**src/verilog/mtac_cfg.svh**
```systemverilog
// offsets, field positions and reset values of the test register bank
`ifndef MTAC_CFG_SVH
`define MTAC_CFG_SVH

`define MTAC_ADDR_W 16
`define MTAC_DATA_W 8
`define MTAC_CNT_W 16

`define MTAC_OFS_IDENTITY 16'h8000
`define MTAC_OFS_TEST_CTRL 16'h8001
`define MTAC_OFS_TEST_CTRL2 16'h8002
`define MTAC_OFS_MAC_CTRL 16'h8003
`define MTAC_OFS_PAUSE_LO 16'h8004
`define MTAC_OFS_PAUSE_HI 16'h8005
`define MTAC_OFS_AFULL_LO 16'h8006
`define MTAC_OFS_AFULL_HI 16'h8007
`define MTAC_OFS_VLAN_LO 16'h802c
`define MTAC_OFS_VLAN_HI 16'h802d
`define MTAC_OFS_BADFCS_LO 16'h802e
`define MTAC_OFS_BADFCS_HI 16'h802f
`define MTAC_OFS_JUMBO_LO 16'h8030
`define MTAC_OFS_JUMBO_HI 16'h8031

`define MTAC_TC_CLKSEL 3
`define MTAC_TC_PHY_RST_N 2
`define MTAC_TC_LOOP_EN 1
`define MTAC_TC_ADDR_SWAP 0
`define MTAC_TC_MASK 8'h0f

`define MTAC_MC_IGNORE_NEXT 4
`define MTAC_MC_FORCE_EMPTY 3
`define MTAC_MC_FORCE_FULL 2
`define MTAC_MC_CTRL_FRAME 1
`define MTAC_MC_PAUSE_REQ 0
`define MTAC_MC_MASK 8'h1f

`define MTAC_AFH_MASK 8'h01
`define MTAC_RST_BYTE 8'h00

`endif

```
**src/verilog/mtac_pkg.sv**
```systemverilog
// types shared by the test register bank
package mtac_pkg;

  typedef logic [7:0] mtac_byte_t;

  typedef enum {
    MTAC_SEL_NONE,
    MTAC_SEL_IDENTITY,
    MTAC_SEL_TEST_CTRL,
    MTAC_SEL_TEST_CTRL2,
    MTAC_SEL_MAC_CTRL,
    MTAC_SEL_PAUSE_LO,
    MTAC_SEL_PAUSE_HI,
    MTAC_SEL_AFULL_LO,
    MTAC_SEL_AFULL_HI,
    MTAC_SEL_VLAN_LO,
    MTAC_SEL_VLAN_HI,
    MTAC_SEL_BADFCS_LO,
    MTAC_SEL_BADFCS_HI,
    MTAC_SEL_JUMBO_LO,
    MTAC_SEL_JUMBO_HI
  } mtac_sel_t;

endpackage

```
**src/verilog/mtac_regs.sv**
```systemverilog
// control, status and statistics register bank of the test application
`timescale 1ns/1ns
`default_nettype none
`include "mtac_cfg.svh"
module mtac_regs #(
  // value is arbitrary
  parameter logic [7:0] IDENTITY = 8'h5c,
  parameter int CNT_W = `MTAC_CNT_W
) (
  input wire logic i_clock,
  input wire logic i_rst,
  input wire logic [`MTAC_ADDR_W-1:0] i_addr,
  input wire logic i_wr,
  input wire logic i_rd,
  input wire logic [`MTAC_DATA_W-1:0] i_wdata,
  output logic [`MTAC_DATA_W-1:0] o_rdata,
  output logic o_rd_valid,
  input wire logic i_fifo_empty,
  input wire logic i_fifo_full,
  input wire logic i_fifo_almost_full,
  input wire logic i_tx_vlan_frame,
  input wire logic i_tx_bad_fcs_frame,
  input wire logic i_tx_jumbo_frame,
  output logic o_sys_clk_from_rx,
  output logic o_phy_reset_n,
  output logic o_loopback_en,
  output logic o_addr_swap_en,
  output logic o_ignore_next_pkt,
  output logic o_tx_fifo_empty,
  output logic o_rx_fifo_full,
  output logic o_tx_fifo_ctrl,
  output logic o_send_pause_req,
  output logic [15:0] o_pause_time,
  output logic [8:0] o_almost_full_thresh
);

  mtac_pkg::mtac_sel_t sel;
  mtac_pkg::mtac_byte_t test_ctrl_reg;
  mtac_pkg::mtac_byte_t mac_ctrl_reg;
  mtac_pkg::mtac_byte_t pause_lo_reg;
  mtac_pkg::mtac_byte_t pause_hi_reg;
  mtac_pkg::mtac_byte_t afull_lo_reg;
  mtac_pkg::mtac_byte_t afull_hi_reg;
  mtac_pkg::mtac_byte_t rdata_next;
  mtac_pkg::mtac_byte_t rdata_reg;
  logic rd_valid_reg;
  logic wr_test_ctrl;
  logic wr_mac_ctrl;
  logic wr_pause_lo;
  logic wr_pause_hi;
  logic wr_afull_lo;
  logic wr_afull_hi;
  logic clr_vlan;
  logic clr_badfcs;
  logic clr_jumbo;
  logic [CNT_W-1:0] vlan_count;
  logic [CNT_W-1:0] badfcs_count;
  logic [CNT_W-1:0] jumbo_count;
  mtac_pkg::mtac_byte_t test_ctrl_next;
  mtac_pkg::mtac_byte_t mac_ctrl_next;
  mtac_pkg::mtac_byte_t pause_lo_next;
  mtac_pkg::mtac_byte_t pause_hi_next;
  mtac_pkg::mtac_byte_t afull_lo_next;
  mtac_pkg::mtac_byte_t afull_hi_next;
  mtac_pkg::mtac_byte_t vlan_lo;
  mtac_pkg::mtac_byte_t vlan_hi;
  mtac_pkg::mtac_byte_t badfcs_lo;
  mtac_pkg::mtac_byte_t badfcs_hi;
  mtac_pkg::mtac_byte_t jumbo_lo;
  mtac_pkg::mtac_byte_t jumbo_hi;

  // address decode; everything off the map selects nothing
  always_comb begin
    case (i_addr)
      `MTAC_OFS_IDENTITY: begin
        sel = mtac_pkg::MTAC_SEL_IDENTITY;
      end
      `MTAC_OFS_TEST_CTRL: begin
        sel = mtac_pkg::MTAC_SEL_TEST_CTRL;
      end
      `MTAC_OFS_TEST_CTRL2: begin
        sel = mtac_pkg::MTAC_SEL_TEST_CTRL2;
      end
      `MTAC_OFS_MAC_CTRL: begin
        sel = mtac_pkg::MTAC_SEL_MAC_CTRL;
      end
      `MTAC_OFS_PAUSE_LO: begin
        sel = mtac_pkg::MTAC_SEL_PAUSE_LO;
      end
      `MTAC_OFS_PAUSE_HI: begin
        sel = mtac_pkg::MTAC_SEL_PAUSE_HI;
      end
      `MTAC_OFS_AFULL_LO: begin
        sel = mtac_pkg::MTAC_SEL_AFULL_LO;
      end
      `MTAC_OFS_AFULL_HI: begin
        sel = mtac_pkg::MTAC_SEL_AFULL_HI;
      end
      `MTAC_OFS_VLAN_LO: begin
        sel = mtac_pkg::MTAC_SEL_VLAN_LO;
      end
      `MTAC_OFS_VLAN_HI: begin
        sel = mtac_pkg::MTAC_SEL_VLAN_HI;
      end
      `MTAC_OFS_BADFCS_LO: begin
        sel = mtac_pkg::MTAC_SEL_BADFCS_LO;
      end
      `MTAC_OFS_BADFCS_HI: begin
        sel = mtac_pkg::MTAC_SEL_BADFCS_HI;
      end
      `MTAC_OFS_JUMBO_LO: begin
        sel = mtac_pkg::MTAC_SEL_JUMBO_LO;
      end
      `MTAC_OFS_JUMBO_HI: begin
        sel = mtac_pkg::MTAC_SEL_JUMBO_HI;
      end
      default: begin
        sel = mtac_pkg::MTAC_SEL_NONE;
      end
    endcase
  end

  // write strobes; read-only and reserved locations have none
  assign wr_test_ctrl = i_wr && (sel == mtac_pkg::MTAC_SEL_TEST_CTRL);
  assign wr_mac_ctrl = i_wr && (sel == mtac_pkg::MTAC_SEL_MAC_CTRL);
  assign wr_pause_lo = i_wr && (sel == mtac_pkg::MTAC_SEL_PAUSE_LO);
  assign wr_pause_hi = i_wr && (sel == mtac_pkg::MTAC_SEL_PAUSE_HI);
  assign wr_afull_lo = i_wr && (sel == mtac_pkg::MTAC_SEL_AFULL_LO);
  assign wr_afull_hi = i_wr && (sel == mtac_pkg::MTAC_SEL_AFULL_HI);

  // only the low byte read clears; high byte is read first
  assign clr_vlan = i_rd && (sel == mtac_pkg::MTAC_SEL_VLAN_LO);
  assign clr_badfcs = i_rd && (sel == mtac_pkg::MTAC_SEL_BADFCS_LO);
  assign clr_jumbo = i_rd && (sel == mtac_pkg::MTAC_SEL_JUMBO_LO);

  // masked next values; reserved bits never reach a flop
  assign test_ctrl_next = i_wdata & `MTAC_TC_MASK;
  assign mac_ctrl_next = i_wdata & `MTAC_MC_MASK;
  assign pause_lo_next = i_wdata;
  assign pause_hi_next = i_wdata;
  assign afull_lo_next = i_wdata;
  assign afull_hi_next = i_wdata & `MTAC_AFH_MASK;

  // reserved bits never stored, so they read back as zero
  always_ff @(posedge i_clock or posedge i_rst) begin
    if (i_rst) begin
      test_ctrl_reg <= `MTAC_RST_BYTE;
    end else if (wr_test_ctrl) begin
      test_ctrl_reg <= test_ctrl_next;
    end
  end

  always_ff @(posedge i_clock or posedge i_rst) begin
    if (i_rst) begin
      mac_ctrl_reg <= `MTAC_RST_BYTE;
    end else if (wr_mac_ctrl) begin
      mac_ctrl_reg <= mac_ctrl_next;
    end
  end

  always_ff @(posedge i_clock or posedge i_rst) begin
    if (i_rst) begin
      pause_lo_reg <= `MTAC_RST_BYTE;
    end else if (wr_pause_lo) begin
      pause_lo_reg <= pause_lo_next;
    end
  end

  always_ff @(posedge i_clock or posedge i_rst) begin
    if (i_rst) begin
      pause_hi_reg <= `MTAC_RST_BYTE;
    end else if (wr_pause_hi) begin
      pause_hi_reg <= pause_hi_next;
    end
  end

  always_ff @(posedge i_clock or posedge i_rst) begin
    if (i_rst) begin
      afull_lo_reg <= `MTAC_RST_BYTE;
    end else if (wr_afull_lo) begin
      afull_lo_reg <= afull_lo_next;
    end
  end

  always_ff @(posedge i_clock or posedge i_rst) begin
    if (i_rst) begin
      afull_hi_reg <= `MTAC_RST_BYTE;
    end else if (wr_afull_hi) begin
      afull_hi_reg <= afull_hi_next;
    end
  end

  // transmit statistics counters
  mtac_stat_counter #(
    .WIDTH(CNT_W)
  ) u_vlan_count (
    .i_clock(i_clock),
    .i_rst(i_rst),
    .i_event(i_tx_vlan_frame),
    .i_clear(clr_vlan),
    .o_count(vlan_count)
  );

  mtac_stat_counter #(
    .WIDTH(CNT_W)
  ) u_badfcs_count (
    .i_clock(i_clock),
    .i_rst(i_rst),
    .i_event(i_tx_bad_fcs_frame),
    .i_clear(clr_badfcs),
    .o_count(badfcs_count)
  );

  mtac_stat_counter #(
    .WIDTH(CNT_W)
  ) u_jumbo_count (
    .i_clock(i_clock),
    .i_rst(i_rst),
    .i_event(i_tx_jumbo_frame),
    .i_clear(clr_jumbo),
    .o_count(jumbo_count)
  );

  // byte views; the host sees each counter as two bytes
  assign vlan_lo = vlan_count[7:0];
  assign vlan_hi = vlan_count[15:8];
  assign badfcs_lo = badfcs_count[7:0];
  assign badfcs_hi = badfcs_count[15:8];
  assign jumbo_lo = jumbo_count[7:0];
  assign jumbo_hi = jumbo_count[15:8];

  // read mux samples the counter before its clear lands
  always_comb begin
    case (sel)
      mtac_pkg::MTAC_SEL_IDENTITY: begin
        rdata_next = IDENTITY;
      end
      mtac_pkg::MTAC_SEL_TEST_CTRL: begin
        rdata_next = test_ctrl_reg;
      end
      mtac_pkg::MTAC_SEL_TEST_CTRL2: begin
        rdata_next = `MTAC_RST_BYTE;
      end
      mtac_pkg::MTAC_SEL_MAC_CTRL: begin
        rdata_next = mac_ctrl_reg;
      end
      mtac_pkg::MTAC_SEL_PAUSE_LO: begin
        rdata_next = pause_lo_reg;
      end
      mtac_pkg::MTAC_SEL_PAUSE_HI: begin
        rdata_next = pause_hi_reg;
      end
      mtac_pkg::MTAC_SEL_AFULL_LO: begin
        rdata_next = afull_lo_reg;
      end
      mtac_pkg::MTAC_SEL_AFULL_HI: begin
        rdata_next = afull_hi_reg;
      end
      mtac_pkg::MTAC_SEL_VLAN_LO: begin
        rdata_next = vlan_lo;
      end
      mtac_pkg::MTAC_SEL_VLAN_HI: begin
        rdata_next = vlan_hi;
      end
      mtac_pkg::MTAC_SEL_BADFCS_LO: begin
        rdata_next = badfcs_lo;
      end
      mtac_pkg::MTAC_SEL_BADFCS_HI: begin
        rdata_next = badfcs_hi;
      end
      mtac_pkg::MTAC_SEL_JUMBO_LO: begin
        rdata_next = jumbo_lo;
      end
      mtac_pkg::MTAC_SEL_JUMBO_HI: begin
        rdata_next = jumbo_hi;
      end
      default: begin
        rdata_next = `MTAC_RST_BYTE;
      end
    endcase
  end

  // read data held until the next read
  always_ff @(posedge i_clock or posedge i_rst) begin
    if (i_rst) begin
      rdata_reg <= `MTAC_RST_BYTE;
    end else if (i_rd) begin
      rdata_reg <= rdata_next;
    end
  end

  always_ff @(posedge i_clock or posedge i_rst) begin
    if (i_rst) begin
      rd_valid_reg <= 1'b0;
    end else begin
      rd_valid_reg <= i_rd;
    end
  end

  assign o_rdata = rdata_reg;
  assign o_rd_valid = rd_valid_reg;

  // board and loopback controls straight from the register
  assign o_sys_clk_from_rx = test_ctrl_reg[`MTAC_TC_CLKSEL];
  assign o_phy_reset_n = test_ctrl_reg[`MTAC_TC_PHY_RST_N];
  assign o_loopback_en = test_ctrl_reg[`MTAC_TC_LOOP_EN];
  assign o_addr_swap_en = test_ctrl_reg[`MTAC_TC_ADDR_SWAP];

  // mac sideband; fifo flags are same-clock logic, no resync
  assign o_ignore_next_pkt = mac_ctrl_reg[`MTAC_MC_IGNORE_NEXT];
  // one fifo, so its flags feed both tx and rx status pins
  assign o_tx_fifo_empty = mac_ctrl_reg[`MTAC_MC_FORCE_EMPTY]
                           | i_fifo_empty;
  assign o_rx_fifo_full = mac_ctrl_reg[`MTAC_MC_FORCE_FULL]
                          | i_fifo_full;
  assign o_tx_fifo_ctrl = mac_ctrl_reg[`MTAC_MC_CTRL_FRAME];
  assign o_send_pause_req = mac_ctrl_reg[`MTAC_MC_PAUSE_REQ]
                            | i_fifo_almost_full;

  assign o_pause_time = {pause_hi_reg, pause_lo_reg};
  assign o_almost_full_thresh = {afull_hi_reg[0], afull_lo_reg};

endmodule
`default_nettype wire

```
**src/verilog/mtac_stat_counter.sv**
```systemverilog
// 16-bit statistics counter, cleared by a read strobe
`timescale 1ns/1ns
`default_nettype none
module mtac_stat_counter #(
  parameter int WIDTH = 16
) (
  input wire logic i_clock,
  input wire logic i_rst,
  input wire logic i_event,
  input wire logic i_clear,
  output logic [WIDTH-1:0] o_count
);

  logic [WIDTH-1:0] count_reg;
  logic [WIDTH-1:0] count_next;

  // a count in the clearing cycle survives as one
  always_comb begin
    if (i_clear) begin
      count_next = {{(WIDTH-1){1'b0}}, i_event};
    end else if (i_event) begin
      count_next = count_reg + {{(WIDTH-1){1'b0}}, 1'b1};
    end else begin
      count_next = count_reg;
    end
  end

  always_ff @(posedge i_clock or posedge i_rst) begin
    if (i_rst) begin
      count_reg <= '0;
    end else begin
      count_reg <= count_next;
    end
  end

  assign o_count = count_reg;

endmodule
`default_nettype wire
```
**config.mk**
```make
export PLATFORM = sky130hd
export DESIGN_NAME = mtac_regs
export DESIGN_NICKNAME = d
export VERILOG_FILES = /design/src/verilog/mtac_pkg.sv /design/src/verilog/mtac_regs.sv /design/src/verilog/mtac_stat_counter.sv
export VERILOG_INCLUDE_DIRS = /design/src /design/src/verilog
export SDC_FILE = /design/constraint.sdc
export NUM_CORES = 1
export LEC_CHECK = 0
export CORE_UTILIZATION = 30
export DETAILED_ROUTE_END_ITERATION = 6
export DONT_BUFFER_PORTS = 1
export GPL_TIMING_DRIVEN = 0
export PLACE_DENSITY_LB_ADDON = 0.08
export SETUP_SLACK_MARGIN = 0.5
export SYNTH_ARGS = -nofsm -noshare
export SYNTH_HDL_FRONTEND = slang
export SYNTH_SLANG_ARGS = --single-unit
```
**constraint.sdc**
```tcl
create_clock -name i_clock -period 3.4 [get_ports i_clock]
set_input_delay 0 -clock i_clock [delete_from_list [all_inputs] [get_ports i_clock]]
set_output_delay 0 -clock i_clock [all_outputs]
set_load 0.005 [all_outputs]
```
==> results.md <==
- Placed Area: 5210 um2
- # fillers: 1637
- Final HPWL DP: 10300 um
- Synth Register Bits: 91
- Synth cell count leaders: 91 x dfrtp_1, 65 x nor2_1, 43 x nand2_1
- Clock Tree Buf Depth: 2
- WP data arrival: 2.58 ns
- Fin cells: 722
- Final Cycle Share: 69.0%
- Critical-path cell list: nor4b_1 > nand2_2 > nor3_1 > and2_1 > buf_2 > mux2_2
- Initial core utilization: 30.8%
- Die Wd: 130 um
- Routed vias: 3696
- PortBufs: 0
- Vias/cell: 5.12
- Crit-path slowest cell: nor3_1
- CP endpoint kind: register
- Unrepaired setup endpoints after global routing: no
- Synth top area share: 46.4%
- Ys Warns: 0
- Post-CTS sizing: 0
- CTS buffer count: 9
- Clock Tree Root: clkbuf_16
- ANT nets after route: 0
- Routability cong.: 0.778
- Worst Tran Pin Value: 1.28 ns
- Total core area: 15900 um2
- Netlist cell types: 55
- Gr ovfl total: 0
- Nets: 538
- Final Hold Fails: 0
- Initial antenna violation count: 0
- Pin count of the biggest net entering global routing: 67
- First-pass GRT wire length: 21800 um
- Top_reg_cell synth: dfrtp_1
- Seq/Total Area, Yosys: 46.4%
- H-Tree Level Count: 3
- Synth Instances: 475
- Clock Latency Late Sink: 0.35 ns
- Share of cells above drive strength 1: 16.6%
- # setup viols final: 0
- Hold_sp: i_wr
- Power per standard cell area: 484 nW/um2
- Most frequent cell after synthesis: dfrtp_1
- Final Slew Violations: 0
- Startpoint types: input pin
- Slew headroom: 14.1%
- Launch point of the critical path: i_addr[13]
- Routed len/inst: 19.3 um
- Leak: 2.38 nW
- Routed WL: 13900 um
- Hold Crit Endpoint: pause_lo_reg[2]
- Clk slew on worst S/H paths: 0.07 ns
- Largest area contributor in the netlist: dfrtp_1
- Area delta synth->final: 14.8%
- Asr flop ratio synth: 100%
- Mapped cell area: 4910 um2
- Vias in the first global route: 3736
- Worst Reg-to-Reg Cells: 5
- Final setup skew: 0.0137 ns
- Iter 0 DRT Violations: 167
- Drt first pass iters: 4
- Final total negative setup slack: 0 ns
- Max incr delay on CP: 1.07 ns
- Area contributors post-synth: dfrtp_1 46%, mux2_2 8.3%, nor2_1 5.0%, xor2_1 4.8%, a22oi_1 3.8%
- MaxCap Viol Count: 0
- # diodes: 0
- TritonCTS Sinks: 91
- Die height: 130 um
- Num ports: 77
- Final worst slack: 1.05 ns
- EDFF count, synth: 0
- Std cell rows: 46
- DP Cell Count: 692
- Postcts setup bufs: 0
- Syn avg cell area: 10.3 um2
- Final instance area: 5630 um2
- Worst R2R Setup Slack: 1.43 ns
- Critical Path RT: 3.63 ns
- Hold_ws: 0.0353 ns
- Hold-critical path depth: 2
- Drc violations: 0
- All-layer global routing usage: 17.5%
- Reg-to-reg critical path endpoint: u_badfcs_count.o_count[13]
- Die area: 16900 um2
- Reg2reg start: u_badfcs_count.o_count[3]
- CP Class: in -> reg
- Max Clk Rate: 0.426 GHz
- VDD IR max: 0.246 mV
- Critical path fanouts, max: 9
- Status: complete, no violations
- Min-delay worst type: in -> reg
- Minimum clock period: 2.35 ns
- CTS tree: done
- Synth Net Count: 512
- Pre-CTS setup slack: 0.625 ns
-- layout make-up --
class,count,area (um2),area share (%)
clock inverters,6,46.3,0.822
well taps,216,270,4.80
plain buffers,13,65.1,1.16
multi-input cells,364,2540,45.1
repair buffers,15,168,2.98
clock buffers,10,239,4.24
flip-flops and latches,91,2280,40.4
inverters,7,28.8,0.511
-- cell families (layout without fill, tap and decap cells) --
family,count (synthesis),in the layout,share of synthesized area [%]
DFF,91,91,46.4
xor gates and xnor gates,39,39,6.96
buffers and inverters,20,51,1.86
and+or+nand+nor,206,206,21.9
adders and majority gates,3,3,0.765
muxes,53,53,12.5
AOI/OAI and AO/OA,63,63,9.61
-- critical path, delay by kind of cell --
family | cells | cell delay [ns]
and+or+nand+nor | 4 | 1.94
muxes | 1 | 0.37
buffers and inverters | 1 | 0.26
-- worst max path at each step --
stage,to,slack [ns],depth (start not counted)
after detailed placement,afull_lo_reg[2],0.63,6
after CTS,afull_lo_reg[3],0.99,6
after global placement,afull_lo_reg[7],-0.31,1
after floorplan,afull_hi_reg[0],1.04,1
after global routing,afull_lo_reg[3],0.88,6
final,afull_lo_reg[3],1.05,6
-- layout by cell type (no fill, tap or decap), types with 10 or more instances in the layout --
cell type,synthesis,layout
dfrtp_1,91,91
nor2_1,65,65
nand2_1,43,43
mux2_2,36,36
xor2_1,27,27
a22oi_1,25,25
nand4_1,19,19
nand3_1,16,16
dlygate4sd3_1,0,14
xnor2_1,12,12
nor3_1,10,10
-- report_power, final --
group          switching (mW)  leakage (nW)  internal, mW
registers               0.174          1.23          1.20
clock network           0.455         0.135         0.521
logic                   0.193          1.01         0.181
-- per-stage QoR --
step / power, mW / util [%]
6_report: 2.73 / 35.3
3_3_place_gp: 1.74 / 32.5
2_1_floorplan: 1.63 / -
4_1_cts: 2.77 / 35.3
3_5_place_dp: 1.75 / 32.7
5_1_grt: 2.88 / 35.3
-- what timing repair did --
item,4_1_cts,5_1_grt
endpoints found under the hold margin,144,0
setup endpoints to repair,0,0
hold buffers,14,0
-- metal layers --
layer	vias to the layer above	part of all wire (%)	track usage [%]
li1	1771	-	-
met1	1859	50	25.0
met2	60	46	26.6
met3	6	3.4	2.67
met4	0	0.67	6.57
met5	-	0	0
Power figures use the tool's default switching activity.
